--- src/common/tsc_map.svh ---
// Offsets, field positions, reset values and timing counts of the time stamp counter
`ifndef TSC_MAP_SVH
`define TSC_MAP_SVH

// Register byte offsets on the Wishbone slave
`define TSC_OFS_CTRL 8'h00
`define TSC_OFS_STATUS 8'h04
`define TSC_OFS_MASK 8'h08
`define TSC_OFS_COUNT 8'h0C

// Control register fields
`define TSC_CTRL_MODE_LSB 0
`define TSC_CTRL_MODE_MSB 3
`define TSC_CTRL_MCLR_BIT 4

// Status and mask fields
`define TSC_EVT_OVF_BIT 0
`define TSC_EVT_TRIG_BIT 1

// Reset values
`define TSC_RST_MODE 4'h0
`define TSC_RST_EVT 2'h0

// Selector settings that bound the groups
`define TSC_SET_CLEAR_LAST 4'h4
`define TSC_SET_GATE_FIRST 4'h5
`define TSC_SET_GATE_LAST 4'h9
`define TSC_SET_COUNT 4'hF

// Module clock period and time bases
`define TSC_CLK_NS 10
`define TSC_TB0_NS 100
`define TSC_TB1_NS 1000
`define TSC_TB2_NS 10000
`define TSC_TB3_NS 100000
`define TSC_TB4_NS 1000000
`define TSC_NS2CYC(ns) (((ns) + `TSC_CLK_NS - 1) / `TSC_CLK_NS)

`endif

--- src/common/tsc_pkg.sv ---
// Types shared by the time stamp counter modules
package tsc_pkg;

  // Behaviour group chosen by the front selector
  typedef enum logic [3:0] {
    GRP_CLEAR = 4'b0001,
    GRP_GATE = 4'b0010,
    GRP_COUNT = 4'b0100,
    GRP_IDLE = 4'b1000
  } mode_grp_t;

  // Raw trigger sources as they arrive
  typedef struct packed {
    logic ext_n;
    logic ext;
    logic mon;
  } trig_in_t;

  // Sticky event bits, same layout for status and mask
  typedef struct packed {
    logic trig;
    logic ovf;
  } evt_t;

endpackage

--- src/trigger_combiner.sv ---
// Polarity correction and merging of the three trigger sources
module trigger_combiner (
  input wire logic clk_i,
  input wire logic rst_i,
  input tsc_pkg::trig_in_t trig_i,
  output logic trig_o
);

  // Pure gates: the external lines see no extra register stage
  assign trig_o = ~trig_i.ext_n | trig_i.ext | trig_i.mon; // [RL5] [RL6] [RL7] [RL15]
endmodule // trigger_combiner

--- src/tick_prescaler.sv ---
// Divides the module clock down to one of five time-base ticks
module tick_prescaler #(
  parameter int CW = 20,
  parameter int P0 = 10,
  parameter int P1 = 100,
  parameter int P2 = 1000,
  parameter int P3 = 10000,
  parameter int P4 = 100000
) (
  input wire logic clk_i,
  input wire logic rst_i,
  input wire logic [2:0] sel_i,
  output logic tick_o
);

  logic [CW-1:0] div_q;
  logic [CW-1:0] div_d;
  logic [2:0] sel_q;
  logic tick_q;
  logic wrap;

  // Last count of the divider for a time base index
  function automatic logic [CW-1:0] last_of(input logic [2:0] s);
    case (s)
      3'h0: last_of = CW'(P0 - 1);
      3'h1: last_of = CW'(P1 - 1);
      3'h2: last_of = CW'(P2 - 1);
      3'h3: last_of = CW'(P3 - 1);
      default: last_of = CW'(P4 - 1);
    endcase
  endfunction

  // Restart on a new base so a switch never waits out the old long period
  assign wrap = (div_q >= last_of(sel_i)) || (sel_i != sel_q);
  assign div_d = wrap ? '0 : CW'(div_q + 1'b1);
  assign tick_o = tick_q;

  always_ff @(posedge clk_i)
  begin
    if (rst_i)
    begin
      div_q <= '0;
      sel_q <= 3'h0;
      tick_q <= 1'b0;
    end
    else
    begin
      div_q <= div_d;
      sel_q <= sel_i;
      tick_q <= (div_q >= last_of(sel_i)) && (sel_i == sel_q); // [RL14]
    end
  end
endmodule // tick_prescaler

--- src/time_stamp_counter.sv ---
// Time stamp counter with selector modes, trigger inputs, trace stamp and Wishbone registers
//
// Contract
// RL1 - Gated settings count ticks only while triggered
// RL2 - Highest setting per group is slowest base
// RL3 - Overflow in time modes lights overflow indicator
// RL4 - Cleared settings: any trigger zeroes the counter
// RL5 - External triggers act directly, like monitor trigger
// RL6 - First external trigger is active low
// RL7 - Second external trigger is active high
// RL8 - Counting setting counts pulses, ignores time base
// RL9 - Setting 5 uses a 0.1 us base
// RL10 - Operator clears counter before range measurement
// RL11 - Counter value accompanies every traced bus cycle
// RL12 - Setting 1 uses a 1 us base
// RL13 - Pulse setting counts each trigger rising edge
// RL14 - Time modes add one per selected tick
// RL15 - Sources ORed after polarity into one trigger
//
// Decided for this implementation: the register addresses and the Wishbone slave port.
`include "tsc_map.svh"

module time_stamp_counter #(
  parameter int CNT_W = 24,
  parameter int TB0_CYC = `TSC_NS2CYC(`TSC_TB0_NS),
  parameter int TB1_CYC = `TSC_NS2CYC(`TSC_TB1_NS),
  parameter int TB2_CYC = `TSC_NS2CYC(`TSC_TB2_NS),
  parameter int TB3_CYC = `TSC_NS2CYC(`TSC_TB3_NS),
  parameter int TB4_CYC = `TSC_NS2CYC(`TSC_TB4_NS)
) (
  input wire logic clk_i,
  input wire logic rst_i,
  input wire logic cyc_i,
  input wire logic stb_i,
  input wire logic we_i,
  input wire logic [7:0] adr_i,
  input wire logic [3:0] sel_i,
  input wire logic [31:0] dat_i,
  output logic [31:0] dat_o,
  output logic ack_o,
  input wire logic monitor_trig_i,
  input wire logic ext_trig_n_i,
  input wire logic ext_trig_i,
  input wire logic trace_strobe_i,
  output logic [CNT_W-1:0] trace_stamp_o,
  output logic trace_valid_o,
  output logic overflow_led_o,
  output logic irq_o
);

  logic [3:0] mode_q;
  logic [CNT_W-1:0] cnt_q;
  logic [CNT_W-1:0] cnt_d;
  tsc_pkg::evt_t status_q;
  tsc_pkg::evt_t status_d;
  tsc_pkg::evt_t mask_q;
  tsc_pkg::evt_t events;
  tsc_pkg::evt_t w1c;
  tsc_pkg::trig_in_t trig_raw;
  tsc_pkg::mode_grp_t grp;
  logic trig_q;
  logic trig_lvl;
  logic trig_rise;
  logic tick;
  logic [2:0] tb_idx;
  logic inc;
  logic clr;
  logic man_clr;
  logic cnt_max;
  logic ack_q;
  logic [31:0] dat_q;
  logic [31:0] rd_data;
  logic [CNT_W-1:0] stamp_q;
  logic stamp_vld_q;
  logic req;
  logic wr_en;
  logic wr_ctrl;
  logic wr_status;
  logic wr_mask;

  // Map a selector setting onto its behaviour group
  function automatic tsc_pkg::mode_grp_t grp_of(input logic [3:0] m);
    if (m <= `TSC_SET_CLEAR_LAST)
      grp_of = tsc_pkg::GRP_CLEAR;
    else if (m <= `TSC_SET_GATE_LAST)
      grp_of = tsc_pkg::GRP_GATE;
    else if (m == `TSC_SET_COUNT)
      grp_of = tsc_pkg::GRP_COUNT;
    else
      grp_of = tsc_pkg::GRP_IDLE;
  endfunction

  // Time base index, 0 fastest to 4 slowest, for a selector setting
  function automatic logic [2:0] tb_of(input logic [3:0] m);
    logic [3:0] r;
    r = 4'h0;
    if (m <= `TSC_SET_CLEAR_LAST)
      r = m;
    else if (m <= `TSC_SET_GATE_LAST)
      r = 4'(m - `TSC_SET_GATE_FIRST);
    else
      r = 4'h0;
    tb_of = r[2:0];
  endfunction

  assign grp = grp_of(mode_q);
  assign tb_idx = tb_of(mode_q); // [RL2] [RL9] [RL12]

  // Trigger sources into one level
  assign trig_raw.ext_n = ext_trig_n_i;
  assign trig_raw.ext = ext_trig_i;
  assign trig_raw.mon = monitor_trig_i;

  trigger_combiner u_trig (
    .clk_i(clk_i),
    .rst_i(rst_i),
    .trig_i(trig_raw),
    .trig_o(trig_lvl)
  );

  tick_prescaler #(
    .CW(20),
    .P0(TB0_CYC),
    .P1(TB1_CYC),
    .P2(TB2_CYC),
    .P3(TB3_CYC),
    .P4(TB4_CYC)
  ) u_tick (
    .clk_i(clk_i),
    .rst_i(rst_i),
    .sel_i(tb_idx),
    .tick_o(tick)
  );

  // Edge seen in the cycle the level rises, so the direct path adds no delay
  assign trig_rise = trig_lvl & ~trig_q; // [RL13]

  // Bus decode; writes land on the edge where the master sees ack
  assign req = cyc_i & stb_i;
  assign wr_en = req & we_i & ack_q & sel_i[0];
  assign wr_ctrl = wr_en & (adr_i == `TSC_OFS_CTRL);
  assign wr_status = wr_en & (adr_i == `TSC_OFS_STATUS);
  assign wr_mask = wr_en & (adr_i == `TSC_OFS_MASK);
  assign man_clr = wr_ctrl & dat_i[`TSC_CTRL_MCLR_BIT];

  // Per-group increment and clear terms
  assign clr = (grp == tsc_pkg::GRP_CLEAR) & trig_rise; // [RL4]
  assign inc = ((grp == tsc_pkg::GRP_CLEAR) & tick & ~trig_rise) // [RL14]
             | ((grp == tsc_pkg::GRP_GATE) & tick & trig_lvl) // [RL1]
             | ((grp == tsc_pkg::GRP_COUNT) & trig_rise); // [RL8] [RL13]
  assign cnt_max = &cnt_q;
  // Counter wraps past its top; in the time groups the sticky flag is what tells software, a pulse-count wrap sets none
  assign cnt_d = (man_clr | clr) ? '0 : (inc ? CNT_W'(cnt_q + 1'b1) : cnt_q);

  // Events; overflow only matters where the count is a time
  assign events.ovf = inc & cnt_max & ~man_clr & (grp != tsc_pkg::GRP_COUNT); // [RL3]
  assign events.trig = trig_rise;
  assign w1c = wr_status ? tsc_pkg::evt_t'(dat_i[`TSC_EVT_TRIG_BIT:`TSC_EVT_OVF_BIT]) : '0;
  // A new event beats a clear written in the same cycle
  assign status_d = (status_q & ~w1c) | events;

  // Read data selection; unmapped offsets read zero
  always_comb
  begin
    rd_data = 32'h0000_0000;
    case (adr_i)
      `TSC_OFS_CTRL: rd_data[`TSC_CTRL_MODE_MSB:`TSC_CTRL_MODE_LSB] = mode_q;
      `TSC_OFS_STATUS: rd_data[`TSC_EVT_TRIG_BIT:`TSC_EVT_OVF_BIT] = status_q;
      `TSC_OFS_MASK: rd_data[`TSC_EVT_TRIG_BIT:`TSC_EVT_OVF_BIT] = mask_q;
      `TSC_OFS_COUNT: rd_data[CNT_W-1:0] = cnt_q;
      default: rd_data = 32'h0000_0000;
    endcase
  end

  // Counter, trigger history and event registers
  always_ff @(posedge clk_i)
  begin
    if (rst_i)
    begin
      cnt_q <= '0;
      trig_q <= 1'b0;
      status_q <= `TSC_RST_EVT;
    end
    else
    begin
      cnt_q <= cnt_d;
      trig_q <= trig_lvl;
      status_q <= status_d;
    end
  end

  // Software-written settings
  always_ff @(posedge clk_i)
  begin
    if (rst_i)
    begin
      mode_q <= `TSC_RST_MODE;
      mask_q <= `TSC_RST_EVT;
    end
    else
    begin
      if (wr_ctrl)
        mode_q <= dat_i[`TSC_CTRL_MODE_MSB:`TSC_CTRL_MODE_LSB];
      if (wr_mask)
        mask_q <= tsc_pkg::evt_t'(dat_i[`TSC_EVT_TRIG_BIT:`TSC_EVT_OVF_BIT]);
    end
  end

  // One-wait-state ack; read data captured with it
  always_ff @(posedge clk_i)
  begin
    if (rst_i)
    begin
      ack_q <= 1'b0;
      dat_q <= 32'h0000_0000;
    end
    else
    begin
      ack_q <= req & ~ack_q;
      if (req & ~ack_q)
        dat_q <= rd_data;
    end
  end

  // Stamp taken in the traced cycle itself, before this edge's update
  always_ff @(posedge clk_i)
  begin
    if (rst_i)
    begin
      stamp_q <= '0;
      stamp_vld_q <= 1'b0;
    end
    else
    begin
      stamp_vld_q <= trace_strobe_i;
      if (trace_strobe_i)
        stamp_q <= cnt_q; // [RL11]
    end
  end

  assign ack_o = ack_q;
  assign dat_o = dat_q;
  assign trace_stamp_o = stamp_q;
  assign trace_valid_o = stamp_vld_q;
  assign overflow_led_o = status_q.ovf; // [RL3]
  assign irq_o = |(status_q & mask_q);
endmodule // time_stamp_counter

--- config.mk ---
export PLATFORM = sky130hd
export DESIGN_NAME = time_stamp_counter
export DESIGN_NICKNAME = d
export VERILOG_FILES = /design/src/common/tsc_pkg.sv /design/src/trigger_combiner.sv /design/src/tick_prescaler.sv /design/src/time_stamp_counter.sv
export VERILOG_INCLUDE_DIRS = /design/src /design/src/common
export SDC_FILE = /design/constraint.sdc
export NUM_CORES = 1
export LEC_CHECK = 0
export BUFFER_PORTS_ARGS = -buffer_cell sky130_fd_sc_hd__buf_2
export CAP_MARGIN = 20
export CORE_MARGIN = 5
export CORE_UTILIZATION = 50
export CTS_BUF_LIST = sky130_fd_sc_hd__clkbuf_8
export CTS_CLUSTER_DIAMETER = 40
export DETAILED_ROUTE_END_ITERATION = 10
export GPL_TIMING_DRIVEN = 0
export PLACE_DENSITY = 0.74
export SLEW_MARGIN = 15
export SYNTH_ARGS = -nofsm -noshare
export SYNTH_HDL_FRONTEND = slang
export SYNTH_SLANG_ARGS = --single-unit
--- constraint.sdc ---
create_clock -name clk_i -period 5.3 [get_ports clk_i]
set_input_delay 1.59 -clock clk_i [delete_from_list [all_inputs] [get_ports clk_i]]
set_output_delay 1.59 -clock clk_i [all_outputs]
set_load 0.02 [all_outputs]
==> impl_results.md, run 1 <==
- Worst Setup End Kind: register
- Antenna Cells: 0
- Share of cells above drive strength 1: 0.182
- Die Wd: 113 um
- Die footprint: 12800 um2
- Sink Count: 107
- Design area: 6070 um2
- Multi-input combinational cell area: 2920 um2
- Post-DRT Antenna Nets: 0
- # fillers: 948
- DP Area: 5880 um2
- CTS clk-pin slew, worst paths: 0.10 ns
- Synth-to-Final Area Change: 14.0%
- CP max FO: 10
- RR Startpoint: mode_q[1]$_SDFFE_PP0P_
- Mux share of post-synthesis cell area: 0.0611
- CTS tree: built
- Worst VDD drop: 0.000169 V
- Synth Area in Compound Gates: 0.168
- Number of synthesized flops with an enable pin: 0
- Detailed Routing Iterations Pass 1: 5
- Maximum clock rate: 239 MHz
- Unrepaired setup endpoints after global routing: no
- Final nets: 758
- Layout Skew: 0.00886 ns
- Adder-cell share of the synthesized area: 0.0423
- Aggregate global-route resource usage: 0.212
- First-pass GRT wire length: 22400 um
- Fin crit share: 0.789
- Startpoint types: register
- Area leader, netlist: dfxtp_1
- Cell Count, Final, Fillers Out: 828
- H-tree depth: 3
- Pwr Total: 1.37 mW
- YS warnings: 0
- Pin count of the biggest net entering global routing: 18
- Avg Synthesized Cell Area: 8.93 um2
- Grt total ovfl: 0
- Max-cap violations: 0
- Vias in the first global route: 4519
- Leakage: 2.37 nW
- Clk buf depth: 2
- Worst Setup EP: u_tick.div_q[15]$_SDFF_PP0_
- Main synth FF type: dfxtp_1
- Slew HR: 0.481
- Least-Margin Pin Slew: 0.778 ns
- Final Max Tran Viols: 0
- HPWL after DPL: 9990 um
- Arr. time, crit path: 4.48 ns
- PostCTS Resize Cnt: 0
- Average wire per standard cell: 16.3 um
- Final worst setup slack: 1.12 ns
- Most frequent cell after synthesis: dfxtp_1
- Setup TNS: 0 ns
- Initial antenna violation count: 0
- Routed wl met3: 1110 um
- Synth async-reset ratio: 0
- Hold path depth: 2
- Yosys top cell area share: 0.402
- Clock Latency Late Sink: 0.37 ns
- Synth Area in Simple Gates: 0.241
- Hold Path Class: register to register
- WL met2: 5910 um
- Netlist cell types: 64
- Post-Route Utilization: 0.585
- Die Span Y: 113 um
- Status: completed
- Yosys reg bits: 107
- Total CTS buffers: 9
- Cell count after synthesis: 596
- Mapped Area: 5330 um2
- Register area: 2140 um2
- Synth cell count leaders: 107 x dfxtp_1, 77 x nor2_1, 37 x a21oi_1
- Sequential area share after synthesis: 0.402
- Register-to-register setup slack: 1.12 ns
- DRC Markers: 0
- Via Count: 4809
- Hold_buf cts: 0
- Hold Fails Final Rpt: 0
- WS Path Type: register to register
- Crit. Startpoint: mode_q[1]$_SDFFE_PP0P_
- R2r worst-path depth: 14
- Post-CTS setup buffer count: 0
- FP Rows: 37
- Worst r2r dst: u_tick.div_q[15]$_SDFF_PP0_
- WL met1: 6320 um
- Via density per instance: 5.81
- Final min period: 4.18 ns
- Gpl congestion: 0.866
- WHS: 0.497 ns
- Placed cells: 812
- IO Count: 113
- Final setup viols: 0
- Initial Util: 0.514
- Final wirelength: 13500 um
- Crit path required time: 5.60 ns
- Largest family of logic cells by synthesized area: simple AND/OR/NAND/NOR gates
- Cell Pwr Density: 226 nW/um2
- Max layer used: met4
- Buffers on Ports: 71
- DR iter-0 viols: 475
- Dpl ws: 1.19 ns
- CTS root buffer: clkbuf_8
- Top cells by area, synth: dfxtp_1 40%, nor2_1 5.4%, mux2i_1 5.3%
- Core Region: 10400 um2
- XOR/XNOR Fraction of Synth Area: 0.0296
[metal layers]
| layer | GRT usage | vias up |
|---|---|---|
| li1 | - | 2338 |
| met1 | 0.303 | 2255 |
| met2 | 0.320 | 199 |
| met3 | 0.0540 | 17 |
| met4 | 0.0577 | 0 |
| met5 | 0 | - |
[worst max-delay path: stages, from the launching register on]
cell and delay [ns]:
dfxtp_1 0.52, inv_1 0.15, ha_1 0.32, o21ba_1 0.32, mux2i_1 0.14, o21bai_1 0.54, a22oi_1 0.13, o211a_1 0.25
ha_1 0.29, and4_1 0.15, a211o_1 0.31, a211o_1 0.29, clkbuf_1 0.23, buf_2 0.28, nor3_2 0.18
[worst min path at each step]
stage,startpoint,to,slack [ns]
after global routing,trace_stamp_o[20]$_SDFFE_PP0P_,trace_stamp_o[20]$_SDFFE_PP0P_,0.54
after detailed placement,trace_stamp_o[8]$_SDFFE_PP0P_,trace_stamp_o[8]$_SDFFE_PP0P_,0.47
final,trace_stamp_o[8]$_SDFFE_PP0P_,trace_stamp_o[8]$_SDFFE_PP0P_,0.50
after CTS,trace_stamp_o[8]$_SDFFE_PP0P_,trace_stamp_o[8]$_SDFFE_PP0P_,0.50
after global placement,dat_o[2]$_SDFFE_PP0P_,dat_o[2]$_SDFFE_PP0P_,0.47
after floorplan,u_tick.div_q[17]$_SDFF_PP0_,u_tick.div_q[17]$_SDFF_PP0_,0.46
[registers in the layout, indices dropped and copies added (netlist names)]
| signal | count |
|---|---|
| trig_q | 1 |
| trace_valid_o | 1 |
| cnt_q | 24 |
| mode_q | 4 |
| u_tick.sel_q | 3 |
| status_q | 1 |
| overflow_led_o | 1 |
| ack_o | 1 |
| u_tick.tick_o | 1 |
| mask_q | 2 |
| dat_o | 24 |
| u_tick.div_q | 20 |
| trace_stamp_o | 24 |
[placed cells by master (no fill, tap or decap), types with 13 or more instances in the layout]
cell,count
nand2_1,27
nor2_1,77
nand4_1,14
dfxtp_1,107
a21oi_1,37
mux2i_1,28
ha_1,18
clkbuf_1,27
o21ai_0,19
inv_1,13
buf_2,75
a22oi_1,25
nor3_1,18
nand3_1,14
[area by class of cell]
class,instances,area share
timing repair buffer,71,0.0585
buffer,46,0.0410
inverter,12,0.00742
clock buffer,11,0.0249
multi-input combinational,440,0.481
clock inverter,5,0.00577
tap,136,0.0280
sequential,107,0.353
[kinds of logic (layout without fill, tap and decap cells)]
| kind of cell | Yosys count | after routing |
|---|---|---|
| flops | 107 | 107 |
| xor+xnor | 18 | 18 |
| buf+inv | 58 | 145 |
| compound gates | 130 | 130 |
| other cells | 1 | 10 |
| mux | 30 | 30 |
| fa+ha+maj | 18 | 18 |
| simple gates | 234 | 234 |
[power breakdown]
| part | switching, mW | internal, mW | total [mW] |
|---|---|---|---|
| logic | 0.0549 | 0.0272 | 0.0821 |
| registers | 0.00364 | 0.807 | 0.811 |
| clock network | 0.281 | 0.199 | 0.480 |
| total | 0.340 | 1.03 | 1.37 |
Power figures use the tool's default switching activity.
==> run 2: changes to the inputs <==
Settings changed: PLACE_DENSITY 0.74 to 0.77.
Clock period 5.3 ns to 3.6 ns, I/O delays scaled along.
==> run 2 against run 1 <==
  * Clock skew rose by 0.0058 ns
  * Largest power group unchanged
  * Sequential power up 47%
  * Via count rose by 1.0%
  * Count of clock-buffer cells in the layout down 2
  * Die area stayed put
  * Sequential share of layout area down 0.54 points
  * Global-route usage about the same
  * Wire length up 1.9%
  * Final cell count rose by 0.12%
  * Setup slack got worse by 0.98 ns
  * Flip-flop and latch count did not move
==> impl_results.md, run 2 (synthesized netlist as in run 1, its figures left out) <==
- Status: completed
- Vias in the first global route: 4526
- Least-Margin Pin Slew: 0.789 ns
- CTS clk-pin slew, worst paths: 0.10 ns
- Leakage: 2.40 nW
- Total CTS buffers: 9
- Final wirelength: 13800 um
- Die Wd: 113 um
- Setup TNS: 0 ns
- Initial antenna violation count: 0
- Startpoint types: register
- IO Count: 113
- Worst path cell trace: clkinvlp_4 > ha_4 > o21ba_2 > nand2_1 > a311oi_2 > nor3_2 > a31o_2 > ha_1 > a21oi_1 > o21ai_1 > a211o_1 > a211o_4 > buf_6 > nor3_2
- Synth-to-Final Area Change: 16.2%
- Clock Latency Late Sink: 0.38 ns
- Die footprint: 12800 um2
- Arr. time, crit path: 3.77 ns
- CTS root buffer: clkbuf_8
- First-pass GRT wire length: 22500 um
- CP max FO: 10
- Die Span Y: 113 um
- Hold Path Class: register to register
- Slew HR: 0.474
- WHS: 0.497 ns
- Fin crit share: 0.962
- Final worst setup slack: 0.137 ns
- DR iter-0 viols: 391
- FP Rows: 37
- Clk buf depth: 2
- DRC Markers: 0
- Pin count of the biggest net entering global routing: 19
- Pwr Total: 2.07 mW
- Gpl congestion: 0.884
- Initial Util: 0.514
- Worst path slowest cell: a211o_4
- CTS tree: built
- Buffers on Ports: 71
- Detailed Routing Iterations Pass 1: 5
- Sink Count: 107
- Crit path required time: 3.90 ns
- Most frequent cells in the layout: 105 x dfxtp_1, 77 x nor2_1, 74 x buf_2
- Antenna Cells: 0
- Share of cells above drive strength 1: 0.203
- Worst Setup End Kind: register
- Post-DRT Antenna Nets: 0
- Via Count: 4857
- Worst path most repeated cell: nor3_2
- Layout Skew: 0.0147 ns
- Dpl ws: -0.477 ns
- Maximum clock rate: 289 MHz
- Average wire per standard cell: 16.6 um
- Commonest non-fill, non-tap cell in the layout: dfxtp_1
- HPWL after DPL: 10200 um
- H-tree depth: 3
- Grt total ovfl: 0
- Worst VDD drop: 0.000165 V
- Final setup viols: 0
- Final min period: 3.46 ns
- Via density per instance: 5.86
- Aggregate global-route resource usage: 0.212
- Hold Fails Final Rpt: 0
- Cell Pwr Density: 334 nW/um2
- Final Max Tran Viols: 0
- Core Region: 10400 um2
- WS Path Type: register to register
- CP max stage delay: 0.40 ns
- Max-cap violations: 0
- Final nets: 759
==> run 2: path summary, 6_finish.rpt <==
path	to	startpoint	slack, ns	cells past startpoint
worst min register to register	trace_stamp_o[8]$_SDFFE_PP0P_	trace_stamp_o[8]$_SDFFE_PP0P_	0.50	2
worst min-delay path	trace_stamp_o[8]$_SDFFE_PP0P_	trace_stamp_o[8]$_SDFFE_PP0P_	0.50	2
worst max register to register	u_tick.div_q[10]$_SDFF_PP0_	mode_q[0]$_SDFFE_PP0P_	0.14	14
worst max-delay path	u_tick.div_q[10]$_SDFF_PP0_	mode_q[0]$_SDFFE_PP0P_	0.14	14
==> run 2: cell type report <==
class | instances | area (um2)
inverters | 12 | 48.8
multi-input cells | 440 | 2990
fillers | 916 | 4180
clock buffers | 9 | 124
repair buffers | 73 | 370
clock inverters | 7 | 78.8
flip-flops and latches | 107 | 2150
plain buffers | 45 | 255
well taps | 136 | 170
==> run 2: critical path: cells and delay by family, from the launching register on <==
family | cells | cell delay, ns
compound gates | 7 | 1.80
fa+ha+maj | 2 | 0.57
flops | 1 | 0.39
simple gates | 3 | 0.33
buf+inv | 2 | 0.29
==> run 2: layer usage <==
metal | vias up | routed length (um) | track usage
met1 | 2320 | 6270 | 0.287
li1 | 2350 | - | -
met4 | 0 | 188 | 0.0673
met3 | 18 | 981 | 0.0396
met5 | - | 0 | 0
met2 | 169 | 6330 | 0.345
==> run 2: power breakdown <==
group	total, mW	switching [mW]	internal, mW
sequential	1.19	0.00525	1.19
clock	0.754	0.428	0.326
combinational	0.122	0.0806	0.0412
total	2.07	0.514	1.55
==> run 2: timing repair <==
action / in CTS / in global routing
setup endpoints to repair: 19 / 19
hold endpoints to repair: 0 / 0
pin swaps: 0 / 1
hold buffers: 0 / 0
setup buffers: 0 / 2
resized for setup: 10 / 14
==> run 2: stage by stage <==
stage          std cells  instance area (um2)   util
2_1_floorplan        605                 5360      -
3_3_place_gp         812                 5880  0.567
3_5_place_dp         812                 5880  0.567
4_1_cts              827                 6110  0.589
5_1_grt              829                 6190  0.597
6_report             829                 6190  0.597
